$ cat src/hdl/trig_consts.svh
// Constants of the analog trigger detector: register offsets, field
// positions, reset values. Assumes a 32-bit AHB-Lite slave on sys_clk.
//
// Operation
// - Below-level triggers when source under level
// - Above-level triggers when source over level
// - Rising hysteresis: high=level, low=level-hyst
// - Rising asserts after below-low then above-high
// - Rising stays asserted until below low
// - Falling hysteresis: low=level, high=level+hyst
// - Falling asserts after above-high then below-low
// - Falling stays asserted until above high
// - One comparison event is the detector output
// - Window mode triggers entering or leaving region
// - Compare source against programmable threshold outputs
// - Configuring levels updates threshold converter outputs
// - Event routable to function terminals, trigger lines
`ifndef TRIG_CONSTS_SVH
`define TRIG_CONSTS_SVH
// Register byte offsets
`define OFS_CTRL      8'h00
`define OFS_LEVEL     8'h04
`define OFS_HYST      8'h08
`define OFS_TOP       8'h0C
`define OFS_BOTTOM    8'h10
`define OFS_ROUTE     8'h14
`define OFS_STATUS    8'h18
`define OFS_INT_EN    8'h1C
`define OFS_INT_CLR   8'h20
`define OFS_DAC       8'h24
// Control field positions
`define CTRL_MODE_LSB 0
`define CTRL_SRC_LSB  4
`define CTRL_EN_BIT   8
// Route field positions
`define ROUTE_PFT_LSB 0
`define ROUTE_STL_LSB 16
// Reset values
`define CTRL_RESET    32'h0000_0000
`define LEVEL_RESET   16'h0000
`endif

$ cat src/hdl/trig_pkg.sv
// Types shared by the analog trigger detector files.
// Assumes nothing beyond the constants header.
package trig_pkg;
  // Trigger mode codes as written in the control register
  typedef enum logic [2:0] {
    MODE_BELOW   = 3'h0,
    MODE_ABOVE   = 3'h1,
    MODE_RISE    = 3'h2,
    MODE_FALL    = 3'h3,
    MODE_WIN_IN  = 3'h4,
    MODE_WIN_OUT = 3'h5
  } mode_type;
  // Hysteresis arming state, Gray along idle-armed-fired
  typedef enum logic [1:0] {
    HY_IDLE  = 2'b00,
    HY_ARMED = 2'b01,
    HY_FIRED = 2'b11
  } hyst_type;
  // Threshold converter settings as a bundle
  typedef struct packed {
    logic [15:0] hi;
    logic [15:0] lo;
  } thresh_type;
endpackage

$ cat src/hdl/trig_compare.sv
// Comparison core: mode decoding, hysteresis state, event output.
// Assumes sample and thresholds on the sys_clk domain.
`timescale 1ns/10ps
`include "trig_consts.svh"
module trig_compare #(
  parameter int W = 16
) (
  input  wire logic                sys_clk,
  input  wire logic                nrst,
  input  wire logic                enable,
  input  wire trig_pkg::mode_type  mode,
  input  wire logic                restart,
  input  wire logic signed [W-1:0] sample,
  input  wire logic signed [W-1:0] thr_hi,
  input  wire logic signed [W-1:0] thr_lo,
  output logic                     event_out
);
  initial begin
    if (W < 2 || W > 16) $error("trig_compare: W out of range");
  end
  // All state in one struct
  typedef struct packed {
    trig_pkg::hyst_type hy;
    logic               ev;
  } st_type;
  st_type st_reg;
  st_type st_next;
  logic   below_lo;
  logic   above_hi;
  // Threshold comparisons against converter outputs
  assign below_lo = sample < thr_lo;
  assign above_hi = sample > thr_hi;

  ////////////////////////////////////////////////////////////////////////
  // Next state
  always_comb begin
    st_next = st_reg;
    if (!enable || restart) begin
      // Fresh arming needed after mode change
      st_next.hy = trig_pkg::HY_IDLE;
      st_next.ev = 1'b0;
    end else begin
      unique case (mode)
        trig_pkg::MODE_BELOW: begin
          st_next.ev = sample < thr_lo;
        end
        trig_pkg::MODE_ABOVE: begin
          st_next.ev = sample > thr_hi;
        end
        trig_pkg::MODE_RISE: begin
          unique case (st_reg.hy)
            trig_pkg::HY_IDLE: if (below_lo) st_next.hy = trig_pkg::HY_ARMED;
            trig_pkg::HY_ARMED: if (above_hi) st_next.hy = trig_pkg::HY_FIRED;
            trig_pkg::HY_FIRED: if (below_lo) st_next.hy = trig_pkg::HY_ARMED;
            default: st_next.hy = trig_pkg::HY_IDLE;
          endcase
          st_next.ev = st_next.hy == trig_pkg::HY_FIRED;
        end
        trig_pkg::MODE_FALL: begin
          unique case (st_reg.hy)
            trig_pkg::HY_IDLE: if (above_hi) st_next.hy = trig_pkg::HY_ARMED;
            trig_pkg::HY_ARMED: if (below_lo) st_next.hy = trig_pkg::HY_FIRED;
            trig_pkg::HY_FIRED: if (above_hi) st_next.hy = trig_pkg::HY_ARMED;
            default: st_next.hy = trig_pkg::HY_IDLE;
          endcase
          st_next.ev = st_next.hy == trig_pkg::HY_FIRED;
        end
        trig_pkg::MODE_WIN_IN: begin
          st_next.ev = (sample > thr_lo) && (sample < thr_hi);
        end
        trig_pkg::MODE_WIN_OUT: begin
          // Exact complement of entering, so a boundary value counts as outside
          st_next.ev = !((sample > thr_lo) && (sample < thr_hi));
        end
        default: st_next.ev = 1'b0; // Unused mode codes stay quiet
      endcase
    end
  end

  // State register
  always_ff @(posedge sys_clk or negedge nrst) begin
    if (!nrst) begin
      st_reg <= '0;
    end else begin
      st_reg <= st_next;
    end
  end
  // Single comparison event, straight from a flip-flop
  assign event_out = st_reg.ev;
endmodule

$ cat src/hdl/trig_top.sv
// Analog trigger detector top: AHB-Lite registers, threshold converter
// codes, source select, event routing and interrupt.
// Assumes an AHB-Lite master on sys_clk; samples arrive from other domains.
//
// The implementer's own choices: the AHB-Lite interface to the registers and the register offsets.
`timescale 1ns/10ps
`include "trig_consts.svh"
module trig_top #(
  parameter int W      = 16,
  parameter int N_PFT  = 16,
  parameter int N_STL  = 8
) (
  input  wire logic              sys_clk,
  input  wire logic              nrst,
  input  wire logic              hsel,
  input  wire logic [31:0]       haddr,
  input  wire logic [1:0]        htrans,
  input  wire logic              hwrite,
  input  wire logic [2:0]        hsize,
  input  wire logic [31:0]       hwdata,
  input  wire logic              hready,
  output logic [31:0]            hrdata,
  output logic                   hreadyout,
  output logic                   hresp,
  input  wire logic [W-1:0]      analog_trigger_input_terminal_0,
  input  wire logic [W-1:0]      analog_trigger_input_terminal_1,
  input  wire logic [W-1:0]      programmable_gain_amplifier,
  output logic [W-1:0]           dac_hi,
  output logic [W-1:0]           dac_lo,
  output logic                   comparison_event,
  output logic [N_PFT-1:0]       programmable_function_terminal,
  output logic [N_STL-1:0]       system_trigger_line,
  output logic                   irq
);
  initial begin
    if (N_PFT > 16 || N_STL > 8) $error("trig_top: too many route lines");
  end

  ////////////////////////////////////////////////////////////////////////
  // Register state in one struct; the sample synchronisers are kept outside it
  typedef struct packed {
    logic [31:0]          ctrl;
    logic [W-1:0]         level;
    logic [W-1:0]         hyst;
    logic [W-1:0]         top;
    logic [W-1:0]         bottom;
    logic [N_PFT-1:0]     rt_pft;
    logic [N_STL-1:0]     rt_stl;
    logic [1:0]           status;
    logic [1:0]           int_en;
    logic                 irq;
    logic [N_PFT-1:0]     pft;
    logic [N_STL-1:0]     stl;
    logic [W-1:0]         dhi;
    logic [W-1:0]         dlo;
    logic                 wr_pend;
    logic [7:0]           wr_addr;
    logic [31:0]          rdata;
    logic                 restart;
    logic                 ev_d;
  } st_type;
  st_type st_reg;
  st_type st_next;
  // Synchronisers for the three analog sample buses
  logic [W-1:0] s0_a, s0_b, s1_a, s1_b, sg_a, sg_b;
  logic [W-1:0] sample;
  logic         ev;
  logic         addr_phase;
  logic [7:0]   a8;
  trig_pkg::mode_type mode;

  // Two-flop synchronisers; only stage b is read
  always_ff @(posedge sys_clk or negedge nrst) begin
    if (!nrst) begin
      s0_a <= '0;
      s0_b <= '0;
      s1_a <= '0;
      s1_b <= '0;
      sg_a <= '0;
      sg_b <= '0;
    end else begin
      s0_a <= analog_trigger_input_terminal_0;
      s0_b <= s0_a;
      s1_a <= analog_trigger_input_terminal_1;
      s1_b <= s1_a;
      sg_a <= programmable_gain_amplifier;
      sg_b <= sg_a;
    end
  end

  // Source select: terminal 0, terminal 1 or amplified channel
  always_comb begin
    unique case (st_reg.ctrl[`CTRL_SRC_LSB +: 2])
      2'h0:    sample = s0_b;
      2'h1:    sample = s1_b;
      default: sample = sg_b;
    endcase
  end
  assign mode = trig_pkg::mode_type'(st_reg.ctrl[`CTRL_MODE_LSB +: 3]);

  // Comparison core against converter codes
  trig_compare #(.W(W)) u_cmp (
    .sys_clk   (sys_clk),
    .nrst      (nrst),
    .enable    (st_reg.ctrl[`CTRL_EN_BIT]),
    .mode      (mode),
    .restart   (st_reg.restart),
    .sample    (sample),
    .thr_hi    (st_reg.dhi),
    .thr_lo    (st_reg.dlo),
    .event_out (ev)
  );

  assign addr_phase = hsel && hready && htrans[1];
  assign a8 = haddr[7:0];

  ////////////////////////////////////////////////////////////////////////
  // Register file, thresholds, routing, interrupt
  always_comb begin
    st_next = st_reg;
    st_next.restart = 1'b0;
    st_next.ev_d = ev;
    // Data phase of a write
    if (st_reg.wr_pend) begin
      unique case (st_reg.wr_addr)
        `OFS_CTRL: begin
          st_next.ctrl = hwdata;
          // New mode means fresh arming
          st_next.restart = hwdata[`CTRL_MODE_LSB +: 3] != st_reg.ctrl[`CTRL_MODE_LSB +: 3];
        end
        `OFS_LEVEL:  st_next.level = hwdata[W-1:0];
        `OFS_HYST:   st_next.hyst = hwdata[W-1:0];
        `OFS_TOP:    st_next.top = hwdata[W-1:0];
        `OFS_BOTTOM: st_next.bottom = hwdata[W-1:0];
        `OFS_ROUTE: begin
          st_next.rt_pft = hwdata[`ROUTE_PFT_LSB +: N_PFT];
          st_next.rt_stl = hwdata[`ROUTE_STL_LSB +: N_STL];
        end
        `OFS_INT_EN:  st_next.int_en = hwdata[1:0];
        `OFS_INT_CLR: st_next.status = st_reg.status & ~hwdata[1:0];
        default: ; // Unmapped writes ignored
      endcase
    end
    // Converter codes follow the configuration
    unique case (mode)
      trig_pkg::MODE_RISE: begin
        st_next.dhi = st_next.level;
        st_next.dlo = W'(st_next.level - st_next.hyst);
      end
      trig_pkg::MODE_FALL: begin
        st_next.dlo = st_next.level;
        st_next.dhi = W'(st_next.level + st_next.hyst);
      end
      trig_pkg::MODE_WIN_IN, trig_pkg::MODE_WIN_OUT: begin
        st_next.dhi = st_next.top;
        st_next.dlo = st_next.bottom;
      end
      default: begin
        st_next.dhi = st_next.level;
        st_next.dlo = st_next.level;
      end
    endcase
    // Event edges set sticky bits; set wins over clear
    if (ev && !st_reg.ev_d) st_next.status[0] = 1'b1;
    if (!ev && st_reg.ev_d) st_next.status[1] = 1'b1;
    // New enable counts at once, so irq always equals status and enable
    st_next.irq = |(st_next.status & st_next.int_en);
    // Route event out
    st_next.pft = st_reg.rt_pft & {N_PFT{ev}};
    st_next.stl = st_reg.rt_stl & {N_STL{ev}};
    // Address phase
    st_next.wr_pend = addr_phase && hwrite;
    st_next.wr_addr = a8;
    if (addr_phase && !hwrite) begin
      unique case (a8)
        `OFS_CTRL:   st_next.rdata = st_reg.ctrl;
        `OFS_LEVEL:  st_next.rdata = 32'(st_reg.level);
        `OFS_HYST:   st_next.rdata = 32'(st_reg.hyst);
        `OFS_TOP:    st_next.rdata = 32'(st_reg.top);
        `OFS_BOTTOM: st_next.rdata = 32'(st_reg.bottom);
        `OFS_ROUTE:  st_next.rdata = {8'h00, 8'(st_reg.rt_stl), 16'(st_reg.rt_pft)};
        `OFS_STATUS: st_next.rdata = {29'h0, ev, st_reg.status};
        `OFS_INT_EN: st_next.rdata = {30'h0, st_reg.int_en};
        `OFS_DAC:    st_next.rdata = {16'(st_reg.dhi), 16'(st_reg.dlo)};
        default:     st_next.rdata = 32'h0000_0000;
      endcase
    end
  end

  // State register
  always_ff @(posedge sys_clk or negedge nrst) begin
    if (!nrst) begin
      st_reg <= '0;
    end else begin
      st_reg <= st_next;
    end
  end

  // Outputs straight from flip-flops; hreadyout and hresp tied to constants
  assign hrdata = st_reg.rdata;
  assign hreadyout = 1'b1; // Zero-wait slave
  assign hresp = 1'b0;
  assign dac_hi = st_reg.dhi;
  assign dac_lo = st_reg.dlo;
  assign comparison_event = ev;
  assign programmable_function_terminal = st_reg.pft;
  assign system_trigger_line = st_reg.stl;
  assign irq = st_reg.irq;
endmodule

$ cat config.mk
export PLATFORM = sky130hd
export DESIGN_NAME = trig_top
export DESIGN_NICKNAME = d
export VERILOG_FILES = /design/src/hdl/trig_pkg.sv /design/src/hdl/trig_compare.sv /design/src/hdl/trig_top.sv
export VERILOG_INCLUDE_DIRS = /design/src /design/src/hdl
export SDC_FILE = /design/constraint.sdc
export NUM_CORES = 1
export LEC_CHECK = 0
export BUFFER_PORTS_ARGS = -buffer_cell sky130_fd_sc_hd__buf_2
export CORE_MARGIN = 8
export CORE_UTILIZATION = 60
export CTS_BUF_LIST = sky130_fd_sc_hd__clkbuf_4
export DETAILED_ROUTE_END_ITERATION = 10
export PLACE_DENSITY = 0.83
export RECOVER_POWER = 50
export SYNTH_ARGS = -nofsm -noshare
export SYNTH_HDL_FRONTEND = slang
export SYNTH_HIERARCHICAL = 1
export SYNTH_SLANG_ARGS = --single-unit
export TNS_END_PERCENT = 1
$ cat constraint.sdc
create_clock -name sys_clk -period 4.5 [get_ports sys_clk]
set_input_delay 0.9 -clock sys_clk [delete_from_list [all_inputs] [get_ports sys_clk]]
set_output_delay 0.9 -clock sys_clk [all_outputs]
set_load 0.01 [all_outputs]
; ---- Word level (Yosys, flattened, before mapping)
; Index checks and enable logic that the tools add are counted.
[word_totals]
regBits = 323
[op_classes]
n_bitwise = 5
muxes = 28
n_eq_ne = 26
add_sub_neg = 2
reduce_logical = 24
n_lt_le_gt_ge = 4
[ops]
columns = cell, n
row1 = one-hot mux 32 bit (9 select lines), 1
row2 = one-hot mux 32 bit (3 select lines), 1
row3 = two-way mux 92 bit, 1
row4 = two-way mux 16 bit, 4
row5 = "== test 8 x 5 -> 1 bit, second input constant", 7
row6 = "== test 8 x 4 -> 1 bit, second input constant", 4
row7 = > comparator 16 bit, 2
row8 = < comparator 16 bit, 2
row9 = one-hot mux 16 bit (2 select lines), 1
row10 = two-way mux 24 bit, 1
row11 = two-way mux 2 bit, 10
row12 = adder 16 bit, 1
row13 = AND 16 bit, 1
row14 = "== test 8 x 3 -> 1 bit, second input constant", 2
row15 = "== test 8 x 6 -> 1 bit, second input constant", 2
row16 = logical NOT 8 bit, 2
row17 = subtractor 16 bit, 1
row18 = one-hot mux 2 bit (2 select lines), 3
row19 = AND 8 bit, 1
row20 = logical AND 1 bit, 7
row21 = "== test 2 bit, second input constant", 3
row22 = "== test 3 x 2 -> 1 bit, second input constant", 2
row23 = "== test 3 bit, second input constant", 2
row24 = one-hot mux 1 bit (6 select lines), 1
row25 = other kinds (14), 27

; ---- Depth between registers and ports, before layout
; Gate-level depths: netlist (run 1).
[logic_depth]
word_depth = 10
ltp_mapped = 16
ltp_nobuf = 13

; ---- Cells and area by module
; Netlist (run 1), hierarchy kept.
[by_module_without_submodules]
columns = module, area_per_inst_um2, cells_per_inst, instances
row1 = trig_top, 14438.8, 1219, 1
row2 = trig_compare, 1172.4, 155, 1

; ---- Least setup slack after synthesis (run 1)
; OpenSTA, ideal clock, no wires.
[synth_timing]
kind = register -> register
from = reg st_reg[37] (netlist name)
to = reg st_reg (netlist bit dac_hi[12])
path_stages_with_launch = 17
required_ps = 4374
setup_slack_ps = 697
path_buffers = 3
t_arrival_ps = 3678
cell_sequence = dfrtp_1 -> buf_2 -> nor4b_2 -> and3_1 -> buf_2 -> buf_4 -> mux2i_1 -> inv_1 -> ha_1 -> fa_1 -> a21oi_1 -> o21ai_0 -> a21o_1 -> or3_1 -> a31oi_1 -> xnor2_1 -> a221o_1
[synth_lines]
columns = item, line_no
row1 = from (decl), trig_top.sv:62  ; st_type st_reg;
row2 = from (signal assigned), trig_top.sv:195  ; st_reg <= st_next;

==> flow_metrics.tcl, run 1 <==
set metrics [dict create \
    cts_setup_buffers 0 \
    post_cts_resized 0 \
    die_x_um 177.3 \
    crit_type "reg -> reg" \
    clk_pin_slew_ps 70 \
    numPortBuffers 183 \
    grt_pass1_wl_mm 65.18 \
    final_nets 1705 \
    final_cell_mix "dfrtp_1, buf_2, clkbuf_4, mux2_2, inv_1" \
    htree_levels 3 \
    rsz0062_at_grt "no" \
    synth_edf_count 0 \
    required_ps 4990 \
    placed_area_mm2 0.01625 \
    yosysUniqueCellTypes 81 \
    vias 11516 \
    num_io_pins 214 \
    crit_fanout 13 \
    ys.flop_type "dfrtp_1" \
    drc 0 \
    crit_path_start_kind "flip-flop" \
    intPower_w 0.004486 \
    synth-seq-cells 323 \
    end_kind "flip-flop" \
    postLayoutCellArea_mm2 0.01719 \
    hold_viol 0 \
    setup_viol 0 \
    violations "max-capacitance violations, max-slew violations" \
    grt-ovfl-total 0 \
    fmax_mhz 227.8 \
    ant_nets 0 \
    crit_path_cell_trace "nor4b_2 > and3_1 > buf_4 > mux2i_1 > inv_1 > ha_1 > nand2_1 > o21ai_0 > a21o_1 > mux2i_1 > o311ai_0 > o21ai_0 > o211ai_1" \
    arrival_ps 4880 \
    slowest_stage "dfrtp_1" \
    root_buffer "clkbuf_4" \
    drtIter0Drc 1144 \
    synth_nets 1563 \
    largest_reg_flops 132 \
    drv_slew 176 \
    cap_viol_max_count 3 \
    cts_hold_buffers 0 \
    critPathMaxStageDelay_ps 480 \
    num_rows 59 \
    seq_area_frac_synth_pct 51.78 \
    cts_tree "built" \
    core_area_mm2 0.02584 \
    grt_max_degree 126 \
    final_common_cell "dfrtp_1" \
    gp_congestion 0.9463 \
    dieHeight_um 177.3 \
    status "finished, violations left" \
    grt_pass1_vias 11498 \
    grt_use_total_pct 27.00 \
    cts_buffers 83 \
    hold_path_class "in -> reg" \
    synthCells 1374 \
    netlist_area_mm2 0.01561 \
    drive_above_1_share_pct 29.69 \
    finalSetupTns_ps 0 \
    ys_async_sr_fraction_pct 100.0 \
    die_area_mm2 0.03144 \
    p_switching_w 0.001738 \
    clock-skew-final_ps 66.28 \
    pwr-share-clk_pct 38.2 \
    wirelength_mm 42.92 \
    relSlewSlack_pct -90.03 \
    drtPass1Iterations 7 \
    wl_per_cell_um 22.57 \
    syn_avg_cell_area_um2 11.36 \
    dp.cells 1766 \
    routed_via_density 6.055 \
    fin_crit_sh_pct 97.57 \
    worstMarginPinSlew_ps 2850 \
    min_period_ps 4391 \
    leakagePower_nw 8.246 \
    seqPwrFrac_pct 50.5 \
    instances_no_fill 1902 \
    p_per_area_mw_per_mm2 362.0 \
    area_growth_pct 10.12 \
    swShare_pct 27.92 \
    clock-sinks 323 \
    p_comb_share_pct 11.4 \
    clk_latency_ps 730 \
    clock_path_buffers 3 \
    ir_drop_uv 314.0 \
    antenna_found_initial 2 \
    synth_warnings 6 \
    initial_core_util_pct 60.42 \
    dp_hpwl_mm 31.08 \
]
[final cells by class]
| class | count | area, um2 |
|---|---|---|
| fillers | 1991 | 8646 |
| flip-flops and latches | 323 | 8083 |
| multi-input cells | 813 | 6281 |
| repair buffers | 212 | 1115 |
| clock buffers | 113 | 848.3 |
| well taps | 335 | 419.2 |
| inverters | 83 | 311.5 |
| clock inverters | 22 | 131.4 |
| diodes | 1 | 2.502 |
[stage by stage]
stage	util [%]	hold slack [ps]	total power [W]	worst slack, ps
floorplan	-	331.2	0.003607	696.5
global placement	62.90	332.1	0.003858	460.3
detailed placement	62.90	334.7	0.003890	305.0
CTS	66.69	242.2	0.006266	249.6
global route	66.54	225.7	0.006506	6.676
finish	66.54	295.3	0.006224	109.3
[critical path, delay by kind of cell, from the launching register on]
kind	cells	cell delay [ps]
adders and majority gates	1	450
DFF	1	480
AOI/OAI and AO/OA	5	1400
muxes	2	540
and+or+nand+nor	3	820
buffers and inverters	2	450
[path summary, 6_finish.rpt]
kind | cells past startpoint | to | from | slack, ps
setup / recovery | 13 | dac_hi[14] | st_reg[37] | 110
hold / removal | 1 | s1_a[3] | analog_trigger_input_terminal_1[3] | 300
setup reg to reg | 13 | dac_hi[14] | st_reg[37] | 110
hold reg to reg | 0 | sg_b[1] | sg_a[1] | 340
max in group asynchronous | 2 | st_reg[118] | nrst | 800
min in group asynchronous | 1 | s0_b[11] | nrst | 1110
[power groups by stage]
stage	registers (W)	logic [W]	clock network, W
after floorplan	0.00314	0.000467	0
after global placement	0.00318	0.000674	0
after detailed placement	0.00319	0.000698	0
after CTS	0.00314	0.000703	0.00242
after global routing	0.00315	0.000769	0.00259
final	0.00314	0.000707	0.00238
[synthesized netlist by cell type (12+ instances only)]
master,number,area (um2)
a22oi_1,35,262.8
nor2_1,67,251.5
mux2i_1,47,470.5
o22ai_1,21,131.4
buf_4,91,683.2
ha_1,65,813.3
a221o_1,12,120.1
and2_1,25,156.4
clkbuf_1,41,153.9
xnor2_1,21,183.9
a21oi_1,52,260.3
nand3_1,12,60.06
mux2_2,109,1227
nand2_1,81,304.0
dfrtp_1,323,8083
buf_2,17,85.08
inv_1,83,311.6
a21o_1,15,112.6
nor2b_1,13,81.33
o21ai_0,62,310.3
a211oi_1,15,112.6
[logic make-up (layout without fill, tap and decap cells)]
group | after synthesis | count (layout) | share of synthesized area [%]
AOI/OAI and AO/OA | 293 | 293 | 12.91
xor gates and xnor gates | 29 | 29 | 1.627
adders and majority gates | 67 | 67 | 5.466
buffers and inverters | 238 | 430 | 8.047
and+or+nand+nor | 262 | 262 | 8.744
other | 2 | 3 | 0.04811
muxes | 160 | 160 | 11.38
DFF | 323 | 323 | 51.78
[layer usage]
| layer | vias up | wire [um] | GRT usage (%) |
|---|---|---|---|
| li1 | 5109 | - | - |
| met1 | 5704 | 17380 | 35.15 |
| met2 | 584 | 19650 | 41.91 |
| met3 | 117 | 4302 | 7.553 |
| met4 | 2 | 1575 | 11.74 |
| met5 | - | 11 | 0 |
No activity file was read; power rests on OpenSTA's default activity.
==> run 2: changes to the inputs <==
ABC_AREA = 1   (was not set)
PLACE_DENSITY = 0.82   (was 0.83)
==> flow_metrics.tcl, run 2 <==
set metrics [dict create \
    status "finished, violations left" \
    violations "max-capacitance violations, max-slew violations" \
    synth-compound-area-share_pct 9.656 \
    fin_crit_sh_pct 87.86 \
    dieHeight_um 182.1 \
    synth_most_common_cell "nand2_1" \
    netlist_area_mm2 0.01655 \
    core_area_mm2 0.02703 \
    fmax_mhz 252.9 \
    area_growth_pct 8.945 \
    required_ps 5120 \
    synth_xor_area_share_pct 0.1588 \
    grt_max_degree 137 \
    crit_path_start_kind "flip-flop" \
    clock-skew-final_ps 63.73 \
    fillers 2223 \
    p_per_area_mw_per_mm2 336.7 \
    synth-adder-area-share_pct 5.157 \
    hold_slack_ps 292.8 \
    hold_path_class "in -> reg" \
    drtPass1Iterations 6 \
    synth.mux.area_fraction_pct 0 \
    drive_above_1_share_pct 17.19 \
    yosys.area_share.simple_pct 24.13 \
    final_cell_mix "nand2_1, dfrtp_1, inv_1, buf_2, o21ai_0" \
    cts_hold_buffers 0 \
    intPower_w 0.004473 \
    yosysUniqueCellTypes 48 \
    rsz0062_at_grt "no" \
    drtIter0Drc 1503 \
    clock_path_buffers 3 \
    dp.cells 2415 \
    crit_type "reg -> reg" \
    vias 14134 \
    synth_area_leader_cell "dfrtp_1" \
    num_io_pins 214 \
    cts_tree "built" \
    ys.flop_type "dfrtp_1" \
    wirelength_mm 47.35 \
    yosys-top-cells-area "dfrtp_1, nand2_1, inv_1" \
    leakagePower_nw 10.21 \
    synth_nets 2223 \
    antenna_found_initial 5 \
    relSlewSlack_pct -127.3 \
    cts_buffers 81 \
    synthCells 2034 \
    largest_reg_flops 132 \
    final_nets 2346 \
    worstMarginPinSlew_ps 3410 \
    ys_async_sr_fraction_pct 100.0 \
    initial_core_util_pct 61.23 \
    dp_hpwl_mm 33.65 \
    synth_top_family_by_area "simple AND/OR/NAND/NOR gates" \
    seq_area_frac_synth_pct 48.85 \
    root_buffer "clkbuf_4" \
    swShare_pct 26.31 \
    die_x_um 182.1 \
    clk_latency_ps 710 \
    p_switching_w 0.001597 \
    end_kind "flip-flop" \
    die_area_mm2 0.03315 \
    syn_avg_cell_area_um2 8.135 \
    arrival_ps 4570 \
    finalSetupTns_ps 0 \
    grt_pass1_vias 13874 \
    pwr-share-clk_pct 41.0 \
    routed_via_density 5.525 \
    p_comb_share_pct 8.4 \
    synth_edf_count 0 \
    grt_use_total_pct 28.43 \
    synth_top_area_share_pct 48.85 \
    drc 0 \
    min_period_ps 3954 \
    grt-ovfl-total 0 \
    cts_setup_buffers 0 \
    clock-sinks 323 \
    instances_no_fill 2558 \
    num_rows 60 \
    cap_viol_max_count 1 \
    seqPwrFrac_pct 50.6 \
    clk_pin_slew_ps 70 \
    crit_fanout 32 \
    numPortBuffers 183 \
    ant_nets 0 \
    total_power_w 0.006070 \
    hold_viol 0 \
    gp_congestion 0.9133 \
    ir_drop_uv 277.5 \
    synth_common_cells "nand2_1, dfrtp_1, inv_1, o21ai_0, nand3_1" \
    synth-seq-cells 323 \
    drv_slew 136 \
    synth_warnings 6 \
    htree_levels 3 \
    setup_viol 0 \
    final_common_cell "nand2_1" \
    wl_per_cell_um 18.51 \
    grt_pass1_wl_mm 74.24 \
    post_cts_resized 0 \
]
-- run 2: power groups by stage --
stage	logic [W]	clock network, W	registers (W)
after global routing	0.000573	0.00269	0.00308
final	0.000511	0.00249	0.00307
after global placement	0.000492	0	0.00312
after floorplan	0.000330	0	0.00310
after CTS	0.000511	0.00252	0.00307
after detailed placement	0.000507	0	0.00312
-- run 2: path summary, 6_finish.rpt --
path	startpoint	endpoint	slack [ps]	cells past startpoint
setup / recovery	st_reg[41]	dac_lo[14]	550	19
hold / removal	analog_trigger_input_terminal_0[0]	s0_a[0]	290	1
setup reg to reg	st_reg[41]	dac_lo[14]	550	19
hold reg to reg	sg_a[6]	sg_b[6]	340	0
max in group asynchronous	nrst	sg_a[6]	1120	2
min in group asynchronous	nrst	sg_a[13]	1330	1
-- run 2: final cells by class --
type / count / area (um2) / area share [%]
multi-input combinational: 1296 / 6482 / 35.96
clock inverter: 29 / 195.2 / 1.083
tap: 341 / 426.7 / 2.367
sequential: 323 / 8083 / 44.84
timing repair buffer: 199 / 1028 / 5.705
antenna: 1 / 2.502 / 0.01388
inverter: 256 / 960.9 / 5.330
clock buffer: 113 / 848.3 / 4.706
-- run 2: kinds of logic (layout without fill, tap and decap cells) --
family          Yosys count  in the layout
xor+xnor                  3              3
other cells               2              3
simple gates            949            949
flops                   323            323
compound gates          275            275
fa+ha+maj                67             67
buf+inv                 415            597
-- run 2: stage by stage --
step                utilization [%]  instance area (um2)  setup slack, ps
finish                        66.70                18030            546.1
global route                  66.70                18030            263.1
CTS                           66.86                18070            733.2
detailed placement            63.00                17030            817.2
global placement              63.00                17030            936.2
floorplan                         -                16550             1684
-- run 2: metal layers --
layer / vias to the layer above / track usage (%) / wire length [um]
li1: 6585 / - / -
met1: 6641 / 37.97 / 19460
met2: 770 / 43.34 / 21000
met3: 132 / 7.210 / 4951
met4: 6 / 12.79 / 1915
met5: - / 0 / 35
-- run 2: worst max-delay path, stage by stage, from the launching register on --
cell and delay, ps:
dfrtp_1 370, nor2_1 300, nand2_4 110, nor2_8 200, nand2_2 400, o21ai_0 520, ha_1 240, inv_1 130
fa_1 520, nand2_1 120, nand2_1 110, nand2_1 70, nand2_1 100, nand2_1 130, nand3_1 70, nand2_1 60
nand3_1 160, nand2_1 100, nand2_1 50, nand2_1 90
